### config.mk
export PLATFORM = sky130hd
export DESIGN_NAME = spicf_core
export DESIGN_NICKNAME = d
export VERILOG_FILES = /design/src/logic/spicf_pkg.sv /design/src/logic/spicf_core.sv
export VERILOG_INCLUDE_DIRS = /design/src /design/src/logic
export SDC_FILE = /design/constraint.sdc
export NUM_CORES = 1
export LEC_CHECK = 0
export ABC_AREA = 1
export BUFFER_PORTS_ARGS = -buffer_cell sky130_fd_sc_hd__buf_4
export CAP_MARGIN = 40
export CORE_AREA = 2 2 137 139
export DETAILED_ROUTE_END_ITERATION = 8
export DIE_AREA = 0 0 139 141
export GPL_ROUTABILITY_DRIVEN = 0
export GPL_TIMING_DRIVEN = 0
export PLACE_DENSITY = 0.54
export SLEW_MARGIN = 20
export SYNTH_ARGS = -nofsm -noshare
export SYNTH_HDL_FRONTEND = slang
export SYNTH_SLANG_ARGS = --single-unit
export TNS_END_PERCENT = 50
### constraint.sdc
create_clock -name clk_i -period 3.2 [get_ports clk_i]
set_input_delay 0 -clock clk_i [delete_from_list [all_inputs] [get_ports clk_i]]
set_output_delay 0 -clock clk_i [all_outputs]
set_load 0.02 [all_outputs]
### src/logic/spicf_consts.svh
`ifndef SPICF_CONSTS_SVH
`define SPICF_CONSTS_SVH
// Register word addresses
`define SPICF_A_CTRL 3'h0
`define SPICF_A_BAUD 3'h1
`define SPICF_A_STAT 3'h2
`define SPICF_A_DATH 3'h3
`define SPICF_A_DATL 3'h4
// Control bit positions
`define SPICF_C_MASTER 0
`define SPICF_C_POL 1
`define SPICF_C_PHASE 2
`define SPICF_C_LSB_FIRST 3
`define SPICF_C_SEL_OUT_EN 4
`define SPICF_C_FAULT_EN 5
`define SPICF_C_FRAME16 6
// Baud field positions
`define SPICF_B_PRE_LSB 0
`define SPICF_B_RATE_LSB 4
// Status bit positions
`define SPICF_S_RX_FULL 7
`define SPICF_S_TX_EMPTY 5
`define SPICF_S_FAULT 4
// Reset values
`define SPICF_RST_CTRL 8'h00
`define SPICF_RST_BAUD 8'h00
`define SPICF_RST_SYNC 4'h2
// Edges per frame
`define SPICF_EDGES_8 6'h10
`define SPICF_EDGES_16 6'h20
`endif

### src/logic/spicf_pkg.sv
package spicf_pkg;
    typedef enum logic [1:0] {
        ST_IDLE = 2'b00,
        ST_LEAD = 2'b01,
        ST_XFER = 2'b10,
        ST_TRAIL = 2'b11
    } spicf_state_e;
endpackage

### src/logic/spicf_core.sv
// The implementer's own choices: the address map and the strobed register port.
`timescale 1ns/100ps
`default_nettype none
`include "spicf_consts.svh"
module spicf_core (
    input wire logic clk_i,
    input wire logic rst_b_i,
    input wire logic [2:0] addr_i,
    input wire logic [7:0] wdata_i,
    input wire logic wr_i,
    input wire logic rd_i,
    output logic [7:0] rdata_o,
    input wire logic sclk_i,
    output logic sclk_o,
    output logic sclk_oe_b_o,
    input wire logic mosi_i,
    output logic mosi_o,
    output logic mosi_oe_b_o,
    input wire logic miso_i,
    output logic miso_o,
    output logic miso_oe_b_o,
    input wire logic ss_b_i,
    output logic ss_b_o,
    output logic ss_oe_b_o
);
    logic [7:0] ctrl;
    logic [7:0] baud;
    logic [15:0] tx_buf;
    logic tx_full;
    logic [7:0] hi_buf;
    logic got_hi;
    logic got_lo;
    logic [15:0] rx_data;
    logic rx_full;
    logic fault;
    logic fault_seen;
    logic [3:0] sy1;
    logic [3:0] sy2;
    logic [3:0] sy3;
    logic [3:0] flt;
    logic sclk_prev;
    logic ss_prev;
    spicf_pkg::spicf_state_e st;
    spicf_pkg::spicf_state_e next_st;
    logic [10:0] div_cnt;
    logic [10:0] half_div;
    logic [5:0] ecnt;
    logic [5:0] edge_no;
    logic [15:0] sh;
    logic [15:0] sh_next;
    logic [15:0] rx_next;
    logic [15:0] ld_val;
    logic samp;
    logic dout;
    logic sclk_lvl;
    logic master;
    logic pol;
    logic phase;
    logic lsbf;
    logic f16;
    logic auto_ss;
    logic sclk_f;
    logic ss_f;
    logic mosi_f;
    logic miso_f;
    logic din;
    logic tick;
    logic m_edge;
    logic s_edge;
    logic edge_evt;
    logic last;
    logic done;
    logic smp_edge;
    logic start_m;
    logic load;
    logic fault_det;
    logic ctrl_wr;
    logic cfg_chg;
    logic frm_chg;
    logic abort;
    logic ss_fall;

    // First bit presented for the current length and order
    function automatic logic first_bit(input logic [15:0] v, input logic lf, input logic w);
        first_bit = lf ? v[0] : (w ? v[15] : v[7]);
    endfunction

    // One shift, inserting the sampled bit at the far end
    function automatic logic [15:0] shift1(input logic [15:0] v, input logic b,
                                           input logic lf, input logic w);
        if (lf) begin
            shift1 = w ? {b, v[15:1]} : {8'h00, b, v[7:1]};
        end else begin
            shift1 = {v[14:0], b};
        end
    endfunction

    assign master = ctrl[`SPICF_C_MASTER];
    assign pol = ctrl[`SPICF_C_POL];
    assign phase = ctrl[`SPICF_C_PHASE];
    assign lsbf = ctrl[`SPICF_C_LSB_FIRST];
    assign f16 = ctrl[`SPICF_C_FRAME16];
    assign auto_ss = master & ctrl[`SPICF_C_SEL_OUT_EN] & ctrl[`SPICF_C_FAULT_EN];
    assign {miso_f, mosi_f, ss_f, sclk_f} = flt;

    // Pin synchroniser; a change counts once stages two and three agree
    always_ff @(posedge clk_i or negedge rst_b_i) begin
        if (!rst_b_i) begin
            sy1 <= `SPICF_RST_SYNC;
            sy2 <= `SPICF_RST_SYNC;
            sy3 <= `SPICF_RST_SYNC;
            flt <= `SPICF_RST_SYNC;
        end else begin
            sy1 <= {miso_i, mosi_i, ss_b_i, sclk_i};
            sy2 <= sy1;
            sy3 <= sy2;
            flt <= ((sy2 ~^ sy3) & sy3) | ((sy2 ^ sy3) & flt);
        end
    end

    // Previous filtered levels for edge detection
    always_ff @(posedge clk_i or negedge rst_b_i) begin
        if (!rst_b_i) begin
            sclk_prev <= 1'b0;
            ss_prev <= 1'b1;
        end else begin
            sclk_prev <= sclk_f;
            ss_prev <= ss_f;
        end
    end

    // Control decode; any master config change aborts the frame
    assign ctrl_wr = wr_i && addr_i == `SPICF_A_CTRL;
    assign frm_chg = master && ctrl_wr && wdata_i[`SPICF_C_FRAME16] != f16;
    assign cfg_chg = master && ((ctrl_wr && wdata_i != ctrl) ||
                     (wr_i && addr_i == `SPICF_A_BAUD && wdata_i != baud));
    assign fault_det = master && ctrl[`SPICF_C_FAULT_EN] && !ctrl[`SPICF_C_SEL_OUT_EN]
                       && !ss_f;
    assign abort = fault_det || cfg_chg;

    // Half-period length: divisor over two
    assign half_div = ({8'h00, baud[`SPICF_B_PRE_LSB +: 3]} + 11'h001)
                      << baud[`SPICF_B_RATE_LSB +: 3];
    assign tick = st != spicf_pkg::ST_IDLE && div_cnt == half_div - 11'h001;

    // Edge bookkeeping shared by both roles
    assign m_edge = (st == spicf_pkg::ST_LEAD || st == spicf_pkg::ST_XFER) && tick; // Lead ends in edge one
    assign s_edge = !master && !ss_f && sclk_f != sclk_prev; // select high ignores clock
    assign edge_evt = m_edge || s_edge;
    assign edge_no = ecnt + 6'h01;
    assign last = edge_no == (f16 ? `SPICF_EDGES_16 : `SPICF_EDGES_8);
    assign smp_edge = edge_no[0] ^ phase;
    assign done = edge_evt && last;
    assign din = master ? miso_f : mosi_f;
    assign sh_next = shift1(sh, samp, lsbf, f16);
    // Phase 1 ends on a sample edge, so the live input is the last bit
    assign rx_next = shift1(sh, phase ? din : samp, lsbf, f16);
    assign ss_fall = !master && ss_prev && !ss_f;
    assign start_m = st == spicf_pkg::ST_IDLE && master && tx_full && !fault && !abort;
    assign load = start_m || ss_fall || (!master && done && !ss_f);
    assign ld_val = tx_full ? tx_buf : (done ? rx_next : sh);

    // Master sequencer: lead half, edges, trail half
    always_comb begin
        next_st = st;
        unique case (st)
            spicf_pkg::ST_IDLE: begin
                if (start_m) begin
                    next_st = spicf_pkg::ST_LEAD;
                end
            end
            spicf_pkg::ST_LEAD: begin
                if (tick) begin
                    next_st = spicf_pkg::ST_XFER;
                end
            end
            spicf_pkg::ST_XFER: begin
                if (done) begin
                    next_st = spicf_pkg::ST_TRAIL;
                end
            end
            spicf_pkg::ST_TRAIL: begin
                if (tick) begin
                    next_st = spicf_pkg::ST_IDLE;
                end
            end
        endcase
        if (abort || !master) begin
            next_st = spicf_pkg::ST_IDLE;
        end
    end

    always_ff @(posedge clk_i or negedge rst_b_i) begin
        if (!rst_b_i) begin
            st <= spicf_pkg::ST_IDLE;
        end else begin
            st <= next_st;
        end
    end

    // Divider held cleared when idle to save power
    always_ff @(posedge clk_i or negedge rst_b_i) begin
        if (!rst_b_i) begin
            div_cnt <= 11'h000;
        end else if (st == spicf_pkg::ST_IDLE || tick || abort) begin
            div_cnt <= 11'h000;
        end else begin
            div_cnt <= div_cnt + 11'h001;
        end
    end

    // Clock level toggles per edge; polarity only inverts it
    always_ff @(posedge clk_i or negedge rst_b_i) begin
        if (!rst_b_i) begin
            sclk_lvl <= 1'b0;
        end else if (st == spicf_pkg::ST_IDLE || abort) begin
            sclk_lvl <= 1'b0;
        end else if (m_edge) begin
            sclk_lvl <= ~sclk_lvl;
        end
    end

    // Shifter: load, sample on one edge kind, shift on the other except edge one in phase 1
    always_ff @(posedge clk_i or negedge rst_b_i) begin
        if (!rst_b_i) begin
            sh <= 16'h0000;
            ecnt <= 6'h00;
            samp <= 1'b0;
            dout <= 1'b0;
        end else if (abort || (!master && ss_f)) begin
            ecnt <= 6'h00;
        end else if (load) begin
            sh <= ld_val;
            ecnt <= 6'h00;
            dout <= first_bit(ld_val, lsbf, f16);
        end else if (edge_evt) begin
            ecnt <= edge_no;
            if (done) begin
                sh <= rx_next;
                ecnt <= 6'h00;
            end else if (smp_edge) begin
                samp <= din;
            end else if (phase && edge_no == 6'h01) begin
                dout <= first_bit(sh, lsbf, f16);
            end else begin
                sh <= sh_next;
                dout <= first_bit(sh_next, lsbf, f16);
            end
        end
    end

    // Control and baud registers; fault drops master mode
    always_ff @(posedge clk_i or negedge rst_b_i) begin
        if (!rst_b_i) begin
            ctrl <= `SPICF_RST_CTRL;
            baud <= `SPICF_RST_BAUD;
        end else begin
            if (ctrl_wr) begin
                ctrl <= wdata_i;
            end
            if (wr_i && addr_i == `SPICF_A_BAUD) begin
                baud <= wdata_i;
            end
            if (fault_det) begin
                ctrl[`SPICF_C_MASTER] <= 1'b0;
            end
        end
    end

    // Fault flag: status read while set, then control write, clears it
    always_ff @(posedge clk_i or negedge rst_b_i) begin
        if (!rst_b_i) begin
            fault <= 1'b0;
            fault_seen <= 1'b0;
        end else if (fault_det) begin
            fault <= 1'b1;
        end else if (frm_chg) begin
            fault <= 1'b0;
            fault_seen <= 1'b0;
        end else if (ctrl_wr && fault_seen) begin
            fault <= 1'b0;
            fault_seen <= 1'b0;
        end else if (rd_i && addr_i == `SPICF_A_STAT && fault) begin
            fault_seen <= 1'b1;
        end
    end

    // Transmit buffer; 16-bit words move only once both bytes arrive
    always_ff @(posedge clk_i or negedge rst_b_i) begin
        if (!rst_b_i) begin
            tx_buf <= 16'h0000;
            tx_full <= 1'b0;
            hi_buf <= 8'h00;
            got_hi <= 1'b0;
            got_lo <= 1'b0;
        end else if (frm_chg) begin
            tx_full <= 1'b0;
            got_hi <= 1'b0;
            got_lo <= 1'b0;
        end else if (load && tx_full) begin
            tx_full <= 1'b0;
        end else if (wr_i && !tx_full && !f16 && addr_i == `SPICF_A_DATL) begin
            tx_buf <= {8'h00, wdata_i};
            tx_full <= 1'b1;
        end else if (wr_i && !tx_full && f16 && addr_i == `SPICF_A_DATH) begin
            hi_buf <= wdata_i;
            got_hi <= 1'b0;
            got_lo <= 1'b0;
            if (got_lo) begin
                tx_buf <= {wdata_i, tx_buf[7:0]};
                tx_full <= 1'b1;
            end else begin
                got_hi <= 1'b1;
            end
        end else if (wr_i && !tx_full && f16 && addr_i == `SPICF_A_DATL) begin
            tx_buf[7:0] <= wdata_i;
            got_lo <= 1'b0;
            got_hi <= 1'b0;
            if (got_hi) begin
                tx_buf[15:8] <= hi_buf;
                tx_full <= 1'b1;
            end else begin
                got_lo <= 1'b1;
            end
        end
    end

    // Receive word; completion wins over the clearing read
    always_ff @(posedge clk_i or negedge rst_b_i) begin
        if (!rst_b_i) begin
            rx_data <= 16'h0000;
            rx_full <= 1'b0;
        end else if (frm_chg) begin
            rx_full <= 1'b0;
        end else if (done) begin
            rx_data <= f16 ? rx_next : {8'h00, rx_next[7:0]};
            rx_full <= 1'b1;
        end else if (rd_i && addr_i == `SPICF_A_DATL) begin
            rx_full <= 1'b0;
        end
    end

    // Read data stand only in the cycle after the strobe
    always_ff @(posedge clk_i or negedge rst_b_i) begin
        if (!rst_b_i) begin
            rdata_o <= 8'h00;
        end else if (!rd_i) begin
            rdata_o <= 8'h00;
        end else begin
            unique case (addr_i)
                `SPICF_A_CTRL: rdata_o <= ctrl;
                `SPICF_A_BAUD: rdata_o <= baud;
                `SPICF_A_STAT: rdata_o <= {rx_full, 1'b0, ~tx_full, fault, 4'h0};
                `SPICF_A_DATH: rdata_o <= f16 ? rx_data[15:8] : 8'h00;
                `SPICF_A_DATL: rdata_o <= rx_data[7:0];
                default: rdata_o <= 8'h00;
            endcase
        end
    end

    // Pin drivers; a fault leaves every pin released
    assign sclk_o = pol ^ sclk_lvl;
    assign sclk_oe_b_o = ~master;
    assign mosi_o = dout;
    assign mosi_oe_b_o = ~master;
    assign miso_o = dout;
    assign miso_oe_b_o = ~(!master && !ss_f && !fault);
    assign ss_b_o = ~(st != spicf_pkg::ST_IDLE);
    assign ss_oe_b_o = ~auto_ss;
endmodule
`default_nettype wire

======== After elaboration in Yosys (flattened, before gate mapping) ========
Cells that the tools add are included.
storage, ports and cells
  bits of input ports ..................... 19
  output and inout bits ................... 16
  register bits after elaboration ......... 126
cells by class
  multiplexer cells ....................... 77
  equal/unequal tests ..................... 28
  bitwise gates (word level) .............. 22
  add/sub/neg operators ................... 4
  reduce and logical (&&, ||, !) cells .... 83
  shift-type cells ........................ 1
operators by type and width
  cell                                                   number
  2-to-1 mux 16 bit                                      16
  2-to-1 mux 1 bit                                       45
  one-hot mux 8 bit (5 select lines)                     1
  logical AND 1 bit                                      37
  2-to-1 mux 6 bit                                       5
  2-to-1 mux 8 bit                                       3
  nonzero test 3 bit                                     7
  AND reduction 4 bit                                    5
  inequality test 8 bit                                  2
  inequality test 3 bit, second input constant           5
  AND reduction 5 bit                                    3
  NOT 1 bit                                              13
  adder 11 x 1 -> 11 bit, second input constant          1
  equality test 11 bit                                   1
  logical OR 1 bit                                       11
  2-to-1 mux 11 bit                                      1
  << shifter 4 x 3 -> 11 bit                             1
  subtractor 11 x 1 -> 11 bit, second input constant     1
  2-to-1 mux 2 bit                                       5
  nonzero test 2 bit                                     5
  nonzero test 5 bit                                     2
  inequality test 3 x 2 -> 1 bit, second input constant  3
  AND 4 bit                                              2
  one-hot mux 2 bit (4 select lines)                     1
  23 further kinds                                       39

======== Logic depth before layout (Yosys ltp) ========
Gate-level depths: netlist of run 1.
  depth in word-level cells ............... 14
  gate-level depth with buffers ........... 25

======== Least setup slack after synthesis of run 1 ========
No wires, ideal clock.
  path type ............................... flip-flop to flip-flop
  from .................................... reg baud[1]
  to ...................................... reg sh[5]
  data arrival time ....................... 2.904 ns
  stages on the path, launching flop included .. 23
  slack ................................... 0.180 ns
  buffers on the path ..................... 1
  data required time ...................... 3.084 ns
  period minus slack after synthesis ...... 3.020 ns
  path through ............................ dfrtp_1 ha_1 o21ai_2 nor2_1 nand2_1 ha_1 xor2_1 o21ai_0 nor2_1 nand2_1 nor2_1 nand2_1 nor2_2 nand4_4 nand2_4 nand4_4 nand3b_2 nand2_2 a21oi_2 nand2_2 buf_4 nand2_1 nand2_1
between the ends
  word-level cells in the longest chain between the ends .. 13
  elaborated cells on any way between the ends .. 29
  classes of those cells .................. add/sub (2); eq/ne (5); shift (1); mux (3); bitwise (1); reduce/logical (17)
ends and longest elaborated chain
  element                                                         line               source
  start: declaration                                              spicf_core.sv:27   logic [7:0] baud;
  start signal: assignment                                        spicf_core.sv:256  baud <= `SPICF_RST_BAUD;
  start signal: assignment                                        spicf_core.sv:262  baud <= wdata_i;
  adder 3 x 1 -> 4 bit                                            spicf_core.sv:142  assign half_div = ({8'h00, baud[`SPICF_B_PRE_LSB +: 3]} + 11'h001)
  << shifter 4 x 3 -> 11 bit                                      spicf_core.sv:142
  subtractor 11 x 1 -> 11 bit                                     spicf_core.sv:144  assign tick = st != spicf_pkg::ST_IDLE && div_cnt == half_div - 11'h001;
  equality test 11 bit                                            spicf_core.sv:144
  logical AND 1 bit                                               spicf_core.sv:144
  logical AND 1 bit                                               spicf_core.sv:147  assign m_edge = (st == spicf_pkg::ST_LEAD || st == spicf_pkg::ST_XFER) && tick;
  logical OR 1 bit                                                spicf_core.sv:149  assign edge_evt = m_edge || s_edge;
  logical AND 1 bit                                               spicf_core.sv:153  assign done = edge_evt && last;
  logical AND 1 bit (2 in a row)                                  spicf_core.sv:160  assign load = start_m || ss_fall || (!master && done && !ss_f);
  logical OR 1 bit                                                spicf_core.sv:160
  inequality test 3 bit (no source line) (tied with other cells)  --
  AND reduction 5 bit (no source line)                            --
  end signal: assignment                                          spicf_core.sv:233  sh <= ld_val;
  end signal: assignment                                          spicf_core.sv:239  sh <= rx_next;
  end signal: assignment                                          spicf_core.sv:246  sh <= sh_next;
  end: declaration                                                spicf_core.sv:49   logic [15:0] sh;
Several ways; a longest one is shown, not always the timed one. The select of a mux whose other input is x is not followed.
A chain may end at the register's enable or synchronous reset.

======== Final worst setup path of run 1 ========
  from .................................... reg baud[0]
  to ...................................... reg sh[3]
Same word-level chain as after synthesis.

==> metrics.md, run 1 <==
| Metric | Value |
|---|---|
| Status | `finished, violations left` |
| Failing checks | `setup timing` |
| Reg2reg start | `baud[0]` |
| CTS H-tree depth | `4` |
| Final Skew | `approximately 0.0096 ns` |
| Gr ovfl total | `0` |
| Synth-to-Final Area Change | `26.3%` |
| Drt first-iter violations | `~460` |
| Reg2Reg Depth | `23` |
| Largest net degree at the start of global routing | `72` |
| Hold path cells | `3` |
| Die Area | `slightly below 20,000 um^2` |
| Final setup viols | `12` |
| Arr. time, crit path | `roughly 3.7 ns` |
| Core ar. | `approximately 18,000 um^2` |
| Final ANT Viol Nets | `0` |
| Worst-margin pin slew | `approximately 0.63 ns` |
| Final Hold Viols | `0` |
| Vias in the first global route | `approximately 6,300` |
| Total power | `about 0.0069 W` |
| Placement row count | `50` |
| Crit end category | `register` |
| # port buffers | `33` |
| Comb power frac | `39.9%` |
| Total CTS buffers | `17` |
| DR pass1 iterations | `5` |
| Hold Path Class | `in2reg` |
| Layout Utilization | `between 40% and 50%` |
| GRT Total Usage | `about 22%` |
| Nets@finish | `~1,000` |
| Ports | `35` |
| Unique cell type count in the Yosys netlist | `53` |
| Cell with the most instances after synthesis | `nand2_1` |
| Hold path start | `wdata_i[4]` |
| Detailed Route WL | `approximately 20 mm` |
| Power Dens Cells | `about 770 nW/um^2` |
| Die Wd | `~140 um` |
| CTS tree | `built` |
| Fraction of registers with async set/reset | `100%` |
| Sequential share of power | `32.2%` |
| FILL cells | `1,818` |
| Synth area leader | `dfrtp_1` |
| Initial Util | `38.8%` |
| Main flop type after synthesis | `dfrtp_1` |
| Startpoint types | `register` |
| Post-synth top cells | `nand2_1 (245), dfrtp_1 (121), inv_1 (109)` |
| Worst slew margin | `about 57%` |
| Root Driver | `clkbuf_16` |
| R2R setup slack | `-0.08 ns` |
| Cell Area, Synth | `between 7000 and 8000 um^2` |
| Clock slew at reported path FFs | `approximately 0.06 ns` |
| CP Max Fanout | `5` |
| Unrepaired setup endpoints after global routing | `yes` |
| Antenna Cells | `0` |
| YS warnings | `0` |
| CTS sink count | `around 130` |
| RR Endpoint | `sh[3]` |
| Syn Area/Cell | `about 7.8 um^2` |
| Tcrit/Tclk final | `103%` |
| Post-DR wirelength/cell | `~16 um` |
| Antenna violations before repair | `0` |
| Die height | `about 140 um` |
| Leak | `4.28 nW` |
| Mapped Cells | `a little over 900` |
| Fin crit period | `about 3.3 ns` |
| Detailed-route via count | `approximately 6,400` |
| Post-DP HPWL | `14.6 mm` |
| Clock share of power | `about 28%` |
| Number of synthesized register bits | `approximately 130` |
| Max Cap Viol | `0` |
| Clk_lat worst skew | `between 0.4 and 0.5 ns` |
| Required @ worst endpoint | `roughly 3.6 ns` |
| First-pass GRT wire length | `33.0 mm` |
| Post-synth EDFFs | `0` |
| Setup slack after layout | `-0.0850 ns` |
| Vias per cell | `5.07` |
| Post-synthesis sequential area ratio | `approximately 45%` |
| Sw Pwr | `~0.0027 W` |
| WHS Endpoint | `baud[4]` |
| FMAX | `slightly above 300 MHz` |
| Max Transition Viols Final | `0` |
| CP Class | `reg2reg` |
| Clock tree buffer depth | `2` |
| Switch share | `39.7%` |
| Syn nets | `941` |
| Layout cells sized above 1 | `between 10% and 20%` |
| # DRC | `0` |
| Pint | `between 0.004 and 0.005 W` |
| Synth top area cells | `dfrtp_1 (43%), nand2_1 (13%), nand3_1 (6.1%)` |
| Post-synth top area share | `42.7%` |
| Worst VDD drop | `407 uV` |
## final cells by class
cell class	instances	area (um^2)	area share, %
multi-input cells	631	3460	38.6
flip-flops and latches	126	3160	35.3
repair buffers	82	776	8.66
inverters	119	454	5.07
clock buffers	17	425	4.75
well taps	234	293	3.27
plain buffers	32	235	2.62
clock inverters	15	160	1.79
## layer usage
layer  vias up  share of wire, %  GRT usage, %
met2       159                47          35.2
met4         0               2.3          8.40
met5         -                 0             0
met3        32               4.1          3.94
li1       3172                 -             -
met1      3008                47          28.9
## state kept, by name, indices dropped and copies added (netlist names), 2 cells and up
signal	cells
flt	4
sy3	4
rx_data	16
ecnt	6
ctrl	8
baud	8
tx_buf	16
div_cnt	11
rdata_o	8
sh	16
sy1	4
hi_buf	8
st	2
sy2	4
## how the worst max path moves through the flow
stage               slack [ns]  cells after the start    end    start
CTS                      -0.11                     23  sh[5]  baud[0]
detailed placement       -0.40                     22  sh[9]  baud[1]
floorplan                 0.18                     22  sh[5]  baud[1]
global placement         -0.41                     22  sh[6]  baud[1]
finish                   -0.08                     23  sh[3]  baud[0]
global route             -0.33                     23  sh[5]  baud[0]
## repair_timing
action,in CTS,in global routing
pin swaps,26,30
gates resized for setup,40,31
gates cloned,3,0
setup buffers,26,9
hold buffers,16,0
endpoints found under the hold margin,152,0
setup endpoints to repair,43,43
## layout by cell type (no fill, tap or decap), types with 3 or more instances in the layout
cell / synthesis / layout
nand2_1: 245 / 229
dfrtp_1: 121 / 119
inv_1: 109 / 108
nand3_1: 87 / 83
o21ai_0: 67 / 63
buf_4: 6 / 55
nor2_1: 55 / 50
a21oi_1: 26 / 26
nand2_2: 6 / 19
o22ai_1: 18 / 18
clkbuf_16: 0 / 17
dlygate4sd3_1: 0 / 16
xor2_1: 15 / 15
buf_6: 5 / 14
clkbuf_1: 14 / 14
ha_1: 14 / 12
nand4_1: 11 / 11
xnor2_1: 11 / 11
o21ai_1: 7 / 10
nor3_1: 10 / 9
nor2_2: 6 / 9
nand3_2: 4 / 8
a221oi_1: 7 / 7
inv_6: 0 / 6
inv_2: 6 / 5
nor3b_1: 5 / 5
clkinvlp_4: 0 / 5
dfstp_2: 5 / 5
clkinv_1: 4 / 4
nand2_4: 2 / 4
nor2_4: 2 / 4
a21o_1: 4 / 4
buf_8: 0 / 4
a211oi_2: 0 / 3
buf_2: 4 / 3
or2_2: 3 / 3
a22oi_1: 3 / 3
## power by group through the flow
stage          Clock (W)  Sequential [W]  Combinational, W
4_1_cts          0.00197         0.00222           0.00269
6_report         0.00193         0.00223           0.00276
3_5_place_dp           0         0.00224           0.00233
2_1_floorplan          0         0.00216           0.00171
5_1_grt          0.00204         0.00227           0.00309
3_3_place_gp           0         0.00224           0.00231
## metrics by stage
step | worst slack [ns] | setup TNS, ns | instance area [um^2] | hold WS, ns | instances
2_1_floorplan | 0.180 | 0 | 7090 | -0.296 | 908
3_3_place_gp | -0.413 | -12.05 | 7630 | 0.109 | 1175
3_5_place_dp | -0.404 | -11.96 | 7670 | -0.0439 | 1176
4_1_cts | -0.113 | -1.81 | 8840 | 0.0346 | 1253
5_1_grt | -0.331 | -9.29 | 8960 | 0.0334 | 1256
6_report | -0.0850 | -0.798 | 8960 | 0.0191 | 1256
## kinds of logic (layout without fill, tap and decap cells)
group	after synthesis	count (layout)	share of synthesized area, %
AOI/OAI and AO/OA	147	147	12.3
xor gates and xnor gates	26	26	3.21
adders and majority gates	14	14	2.47
buffers and inverters	151	265	9.28
DFF	126	126	44.5
muxes	1	1	0.141
and+or+nand+nor	443	443	28.1
## worst max-delay path: stages (launching register included)
cell and delay, ns:
dfrtp_2 0.44, ha_4 0.26, o21ai_4 0.15, nor2_2 0.06, buf_4 0.13, buf_4 0.12, nand2_1 0.04, o21ai_1 0.12
nor2_1 0.22, nand3_1 0.10, nand3_1 0.10, nand2_1 0.08, nor2_2 0.18, nand4_4 0.15, nand2_4 0.11, nand4_4 0.13
nand3b_4 0.13, nand2_4 0.06, a21oi_4 0.17, buf_6 0.13, buf_12 0.11, buf_12 0.10, nand3_1 0.06, nand2_1 0.07
No activity file was read; power rests on OpenSTA's default activity.
==> inputs of run 2 (changes only) <==
--- a/config.mk
+++ b/config.mk
@@ -13,10 +13,9 @@
 export DETAILED_ROUTE_END_ITERATION = 8
 export DIE_AREA = 0 0 139 141
 export GPL_ROUTABILITY_DRIVEN = 0
-export GPL_TIMING_DRIVEN = 0
 export PLACE_DENSITY = 0.54
 export SLEW_MARGIN = 20
 export SYNTH_ARGS = -nofsm -noshare
 export SYNTH_HDL_FRONTEND = slang
 export SYNTH_SLANG_ARGS = --single-unit
-export TNS_END_PERCENT = 50
+export TNS_END_PERCENT = 10
==> run 2 against run 1 <==
- the flow now finishes without violations
- sequential cell count unchanged
- clock power is 9% higher
- hold slack improved by 0.023 ns
- critical path depth decreased by 1
- combinational power fell by 3%
- utilization is 0.16 points lower
- setup slack improved by 0.093 ns
- cell count down 0.64%
- first-iteration DRC count down 10%
- non-clock buffer count fell by 8
- critical path type unchanged
- largest power group unchanged
==> metrics.md, run 2 (synthesis results as in run 1) <==
| Metric | Value |
|---|---|
| Status | `complete, no violations` |
| Clock share of power | `30.0% (+2.1 points)` |
| Post-route cell area | `8930 um^2 (-0.32%)` |
| Ports | `35 (unchanged)` |
| Final Skew | `0.00879 ns (-0.000794 ns)` |
| Setup slack after layout | `0.00841 ns (+0.0934 ns)` |
| DR pass1 iterations | `5 (unchanged)` |
| Sw Pwr | `0.00272 W (-1.1%)` |
| Final ANT Viol Nets | `0 (unchanged)` |
| CTS tree | `built` |
| Leak | `4.32 nW (+0.95%)` |
| Nets@finish | `1,034 (-0.77%)` |
| Max Cap Viol | `0 (unchanged)` |
| Detailed-route via count | `6,273 (-1.5%)` |
| Clk_lat worst skew | `0.42 ns (about the same)` |
| Total CTS buffers | `17 (unchanged)` |
| CP Class | `reg2reg` |
| Largest net degree at the start of global routing | `82 (+14%)` |
| Synth-to-Final Area Change | `25.9%` |
| Die Area | `19,600 um^2 (unchanged)` |
| Final Hold Viols | `0 (unchanged)` |
| Hold Path Class | `in2async` |
| GRT Total Usage | `21.6% (-0.062 points)` |
| Post-DR wirelength/cell | `16.1 um (-0.40%)` |
| Antenna violations before repair | `0 (unchanged)` |
| Final setup viols | `0 (-12)` |
| Most frequent cells in the layout | `nand2_1 (238), dfrtp_1 (120), inv_1 (108), nand3_1 (81), buf_4 (76)` |
| Required @ worst endpoint | `3.55 ns (about the same)` |
| Vias per cell | `5.03 (-0.91%)` |
| Crit end category | `register` |
| Startpoint types | `register` |
| Slowest stage delay, CP | `0.41 ns (-0.03 ns)` |
| Arr. time, crit path | `3.54 ns (-0.11 ns)` |
| Power Dens Cells | `787 nW/um^2 (+1.9%)` |
| Core ar. | `18,300 um^2 (unchanged)` |
| Vias in the first global route | `6,291 (+0.66%)` |
| # DRC | `0 (unchanged)` |
| CTS H-tree depth | `4 (unchanged)` |
| First-pass GRT wire length | `33.2 mm (+0.63%)` |
| Layout Utilization | `48.9% (-0.16 points)` |
| Root Driver | `clkbuf_16` |
| Die Wd | `139 um (unchanged)` |
| Initial Util | `38.8% (unchanged)` |
| Tcrit/Tclk final | `99.7% (-2.9 points)` |
| CTS sink count | `126 (unchanged)` |
| Reg2reg start | `baud[1]` |
| Gr ovfl total | `0 (unchanged)` |
| Placement row count | `50 (unchanged)` |
| Largest regs | `rx_data: 16 flops, sh: 16 flops, tx_buf: 16 flops` |
| Post-DP HPWL | `14.7 mm (+0.43%)` |
| Commonest non-fill, non-tap cell in the layout | `nand2_1` |
| RR Endpoint | `sh[0]` |
| Worst VDD drop | `435 uV (+7.0%)` |
| Worst path cell trace | `ha_4 -> buf_4 -> or2_0 -> nand3_1 -> nand3_1 -> nand2_2 -> nand2_1 -> nor2_2 -> nand2_1 -> nand2_1 -> nand3_1 -> nor2_4 -> nand4_4 -> nand2_4 -> nand4_4 -> nand3b_4 -> nand2_4 -> a21oi_4 -> buf_6 -> buf_8 -> nand2_2 -> o21ai_1` |
| Reg2Reg Depth | `22 (-4.3%)` |
| Clock slew at reported path FFs | `0.06 ns (about the same)` |
| CP Max Fanout | `7 (+2)` |
| Comb power frac | `38.0% (-1.9 points)` |
| Worst slew margin | `57.0% (-0.13 points)` |
| Worst-margin pin slew | `0.636 ns (+0.00198 ns)` |
| Layout cells sized above 1 | `18.3% (-0.54 points)` |
| Post-Place Setup Slack | `-0.121 ns (+0.282 ns)` |
| Critical path's slowest cell | `dfrtp_1` |
| # port buffers | `34 (+3.0%)` |
| Pint | `0.00431 W (+3.2%)` |
| CP Buf/Inv Count | `3 (-2)` |
| Fin crit period | `3.19 ns (-0.0934 ns)` |
| Antenna Cells | `0 (unchanged)` |
| Die height | `141 um (unchanged)` |
| Switch share | `38.7% (-1.0 points)` |
| Detailed Route WL | `20.1 mm (-1.0%)` |
| Clock tree buffer depth | `2 (unchanged)` |
| Drt first-iter violations | `410 (-10%)` |
| R2R setup slack | `0.008 ns (+0.09 ns)` |
| Max Transition Viols Final | `0 (unchanged)` |
| Area post-placement | `7820 um^2 (+2.0%)` |
| Sequential share of power | `32.1% (about the same)` |
| FMAX | `313 MHz (+2.9%)` |
| Unrepaired setup endpoints after global routing | `yes` |
| Delay-heaviest family, CP | `simple AND/OR/NAND/NOR gates` |
## run 2: area by class of cell
class	instances	area, um^2
Clock buffer	19	453
Timing Repair Buffer	106	962
Multi-Input combinational cell	631	3430
Tap cell	234	293
Fill cell	1801	9340
Sequential cell	126	3160
Clock inverter	13	188
Inverter	119	449
## run 2: metrics by stage
step,TNS [ns],hold slack [ns],total power (W),instances
6_report,0,0.0419,0.00703,1248
3_5_place_dp,-1.77,0.107,0.00468,1189
3_3_place_gp,-1.24,0.105,0.00466,1189
2_1_floorplan,0,-0.296,0.00387,908
5_1_grt,-4.52,0.0739,0.00750,1248
4_1_cts,-0.272,0.115,0.00699,1244
## run 2: timing repair
item | 4_1_cts | 5_1_grt
buffers inserted | 5 | 3
gates cloned | 1 | 0
endpoints found under the hold margin | 110 | 0
resized for setup | 29 | 17
hold buffers | 17 | 0
endpoints found under the setup margin | 33 | 43
pin swaps | 28 | 11
## run 2: worst max-delay path by stage
stage	cells past startpoint	from	slack (ns)	to
2_1_floorplan	22	baud[1]	0.18	sh[5]
3_3_place_gp	21	baud[0]	-0.09	sh[8]
3_5_place_dp	21	baud[0]	-0.12	sh[2]
4_1_cts	22	baud[1]	-0.04	sh[0]
5_1_grt	22	baud[1]	-0.24	sh[13]
6_report	22	baud[1]	0.008	sh[0]
## run 2: power groups by stage
stage / Clock (W) / Sequential (W) / Combinational [W]
floorplan: 0 / 0.00216 / 0.00171
global placement: 0 / 0.00228 / 0.00238
detailed placement: 0 / 0.00228 / 0.00240
CTS: 0.00214 / 0.00226 / 0.00259
global route: 0.00220 / 0.00230 / 0.00300
finish: 0.00211 / 0.00225 / 0.00267
## run 2: routing by layer
metal	track usage, %	vias up	wire length (um)
met4	6.75	0	343
met2	35.9	123	9580
met3	3.26	24	716
met1	29.3	2977	9420
met5	0	-	0
li1	-	3149	-
==> inputs of run 3 (changes only) <==
--- a/config.mk
+++ b/config.mk
@@ -13,7 +13,7 @@
 export DETAILED_ROUTE_END_ITERATION = 8
 export DIE_AREA = 0 0 139 141
 export GPL_ROUTABILITY_DRIVEN = 0
-export PLACE_DENSITY = 0.54
+export PLACE_DENSITY = 0.52
 export SLEW_MARGIN = 20
 export SYNTH_ARGS = -nofsm -noshare
 export SYNTH_HDL_FRONTEND = slang
==> constraint.sdc (replaced) <==
create_clock -name clk_i -period 3.3 [get_ports clk_i]
set_input_delay 0 -clock clk_i [delete_from_list [all_inputs] [get_ports clk_i]]
set_output_delay 0 -clock clk_i [all_outputs]
set_load 0.02 [all_outputs]
==> run 3 against run 2 <==
- sequential cell count stayed put
- non-clock buffer count is 12 lower
- total power is 4.8% lower
- sequential power is 3% lower
- design area is 1.4% lower
- utilization is 0.69 points lower
- die area stayed put
- critical path depth stayed put
- largest cell class unchanged
- largest power group unchanged
- highest routed layer unchanged
==> metrics.md, run 3 (synthesis results as in run 1) <==
| Metric | Value |
|---|---|
| Status | `complete, no violations` |
| Total CTS buffers | `17 (unchanged)` |
| Commonest non-fill, non-tap cell in the layout | `nand2_1` |
| Core ar. | `18,300 um^2 (unchanged)` |
| Ports | `35 (unchanged)` |
| Root Driver | `clkbuf_16` |
| Max Cap Viol | `0 (unchanged)` |
| Delay-heaviest family, CP | `simple AND/OR/NAND/NOR gates` |
| Final Skew | `0.00905 ns (+0.000259 ns)` |
| Placement row count | `50 (unchanged)` |
| Nets@finish | `1,023 (-1.1%)` |
| Power Dens Cells | `760 nW/um^2 (-3.4%)` |
| Required @ worst endpoint | `3.67 ns (+0.12 ns)` |
| Crit end category | `register` |
| FMAX | `309 MHz (-1.3%)` |
| Unrepaired setup endpoints after global routing | `yes` |
| # DRC | `0 (unchanged)` |
| Arr. time, crit path | `3.60 ns (+0.06 ns)` |
| CP Max Fanout | `6 (-1)` |
| # port buffers | `34 (unchanged)` |
| Die height | `141 um (unchanged)` |
| CTS sink count | `126 (unchanged)` |
| Final ANT Viol Nets | `0 (unchanged)` |
| CP Class | `reg2reg` |
| Reg2Reg Depth | `22 (unchanged)` |
| Clock tree buffer depth | `2 (unchanged)` |
| DR pass1 iterations | `5 (unchanged)` |
| Area post-placement | `7740 um^2 (-1.0%)` |
| Final setup viols | `0 (unchanged)` |
| Hold path start | `addr_i[2]` |
| First-pass GRT wire length | `32.2 mm (-3.1%)` |
| Fin crit period | `3.23 ns (+0.0418 ns)` |
| Antenna violations before repair | `0 (unchanged)` |
| Largest net degree at the start of global routing | `75 (-8.5%)` |
| CTS tree | `built` |
| Crit-path most repeated cell | `nand2_1` |
| CP Buf/Inv Count | `2 (-1)` |
| Reg2reg start | `baud[1]` |
| Worst-margin pin slew | `0.720 ns (+0.0836 ns)` |
| Post-DP HPWL | `14.6 mm (-0.63%)` |
| Gr ovfl total | `0 (unchanged)` |
| Detailed-route via count | `6,210 (-1.0%)` |
| R2R setup slack | `0.07 ns (+0.06 ns)` |
| Die Wd | `139 um (unchanged)` |
| Most frequent cells in the layout | `nand2_1 (238), dfrtp_1 (121), inv_1 (108), nand3_1 (81), buf_4 (66)` |
| Worst path cell trace | `ha_4 -> o21ai_4 -> nor2_2 -> nand2_2 -> ha_4 -> xnor2_1 -> xor2_1 -> nor2_1 -> nand2_1 -> nor2_1 -> nand2_1 -> nor2_4 -> nand4_4 -> nand2_4 -> nand4_4 -> nand3b_4 -> nand2_4 -> a21oi_4 -> buf_12 -> buf_4 -> nand3_1 -> nand2_1` |
| Hold path cells | `6` |
| WHS Endpoint | `fault_seen` |
| Worst VDD drop | `509 uV (+17%)` |
| Detailed Route WL | `20.1 mm (about the same)` |
| Slowest stage delay, CP | `0.41 ns (about the same)` |
| Final Hold Viols | `0 (unchanged)` |
| Leak | `4.25 nW (-1.6%)` |
| Max Transition Viols Final | `0 (unchanged)` |
| Clk_lat worst skew | `0.43 ns (about the same)` |
| Post-route cell area | `8810 um^2 (-1.4%)` |
| CTS H-tree depth | `4 (unchanged)` |
| Initial Util | `38.8% (unchanged)` |
| Layout cells sized above 1 | `16.9% (-1.4 points)` |
| Clock slew at reported path FFs | `0.06 ns (about the same)` |
| Critical path's slowest cell | `dfrtp_1` |
| GRT Total Usage | `21.2% (-0.37 points)` |
| RR Endpoint | `sh[1]` |
| Die Area | `19,600 um^2 (unchanged)` |
| Vias per cell | `5.02 (-0.12%)` |
| Antenna Cells | `0 (unchanged)` |
| Startpoint types | `register` |
| Post-Place Setup Slack | `-0.0332 ns (+0.0882 ns)` |
| Vias in the first global route | `5,992 (-4.8%)` |
| Largest regs | `rx_data: 16 flops, sh: 16 flops, tx_buf: 16 flops` |
| Setup slack after layout | `0.0666 ns (+0.0582 ns)` |
| Post-DR wirelength/cell | `16.2 um (+0.91%)` |
| Drt first-iter violations | `359 (-12%)` |
| Hold Path Class | `in2reg` |
| Worst slew margin | `52.0% (-5.0 points)` |
| Tcrit/Tclk final | `98.0% (-1.8 points)` |
| Synth-to-Final Area Change | `24.1%` |
==> run 3: cell count changes in the layout (fill, tap and decap cells not counted), moves of 2 or more <==
cell	change
buf_4	-10
inv_6	+4
inv_8	+3
buf_16	-2
buf_6	-2
clkbuf_8	-2
clkinv_2	-2
clkinvlp_4	-2
==> run 3: worst register-to-register path: stages, from the launching register on <==
cell      delay (ns)
dfrtp_1         0.41
ha_4            0.29
o21ai_4         0.05
nor2_2          0.15
nand2_2         0.10
ha_4            0.18
xnor2_1         0.13
xor2_1          0.16
nor2_1          0.10
nand2_1         0.12
nor2_1          0.12
nand2_1         0.09
nor2_4          0.14
nand4_4         0.10
nand2_4         0.12
nand4_4         0.13
nand3b_4        0.14
nand2_4         0.06
a21oi_4         0.15
buf_12          0.16
buf_4           0.14
nand3_1         0.07
nand2_1         0.06
==> run 3: how the worst max path moves through the flow <==
stage	to	cells after the start	from	slack [ns]
6_report	sh[1]	22	baud[1]	0.07
5_1_grt	sh[8]	22	baud[1]	-0.14
4_1_cts	sh[11]	21	baud[0]	0.04
3_5_place_dp	sh[6]	21	baud[0]	-0.03
3_3_place_gp	sh[8]	21	baud[0]	-0.008
2_1_floorplan	sh[5]	22	baud[1]	0.28
==> run 3: report_power, final <==
part	internal, W	switching, W	leakage (nW)	total (W)
Combinational	0.000929	0.00157	2.33	0.00250
Clock	0.00122	0.000790	0.305	0.00201
Sequential	0.00190	0.000284	1.61	0.00218
Total	0.00404	0.00265	4.25	0.00669
==> run 3: routing by layer <==
metal / track usage (%) / up-vias / share of wire [%]
li1: - / 3130 / -
met4: 8.98 / 0 / 3.2
met2: 34.1 / 168 / 47
met3: 4.59 / 43 / 4.4
met5: 0 / - / 0
met1: 27.9 / 2869 / 46
==> run 3: cell type report <==
cell class / count / area [um^2]
clock buffers: 17 / 425
clock inverters: 15 / 201
fillers: 1815 / 9460
inverters: 119 / 447
multi-input cells: 632 / 3430
flip-flops and latches: 126 / 3160
well taps: 234 / 293
repair buffers: 94 / 855
==> run 3: timing repair <==
action | in CTS | in global routing
endpoints found under the hold margin | 85 | 0
buffers inserted | 0 | 6
setup endpoints to repair | 13 | 42
hold buffers | 17 | 0
pin swaps | 0 | 20
gates cloned | 0 | 3
resized for setup | 2 | 38
==> run 3: stage by stage <==
stage	hold slack [ns]	TNS [ns]	cells	util [%]	power [W]
final	0.110	0	1237	48.2	0.00669
after global routing	0.141	-2.86	1237	48.2	0.00715
after CTS	0.0943	0	1228	46.8	0.00653
after detailed placement	0.103	-0.276	1179	42.4	0.00447
after global placement	0.0955	-0.0234	1179	42.4	0.00446
after floorplan	-0.296	0	908	-	0.00375
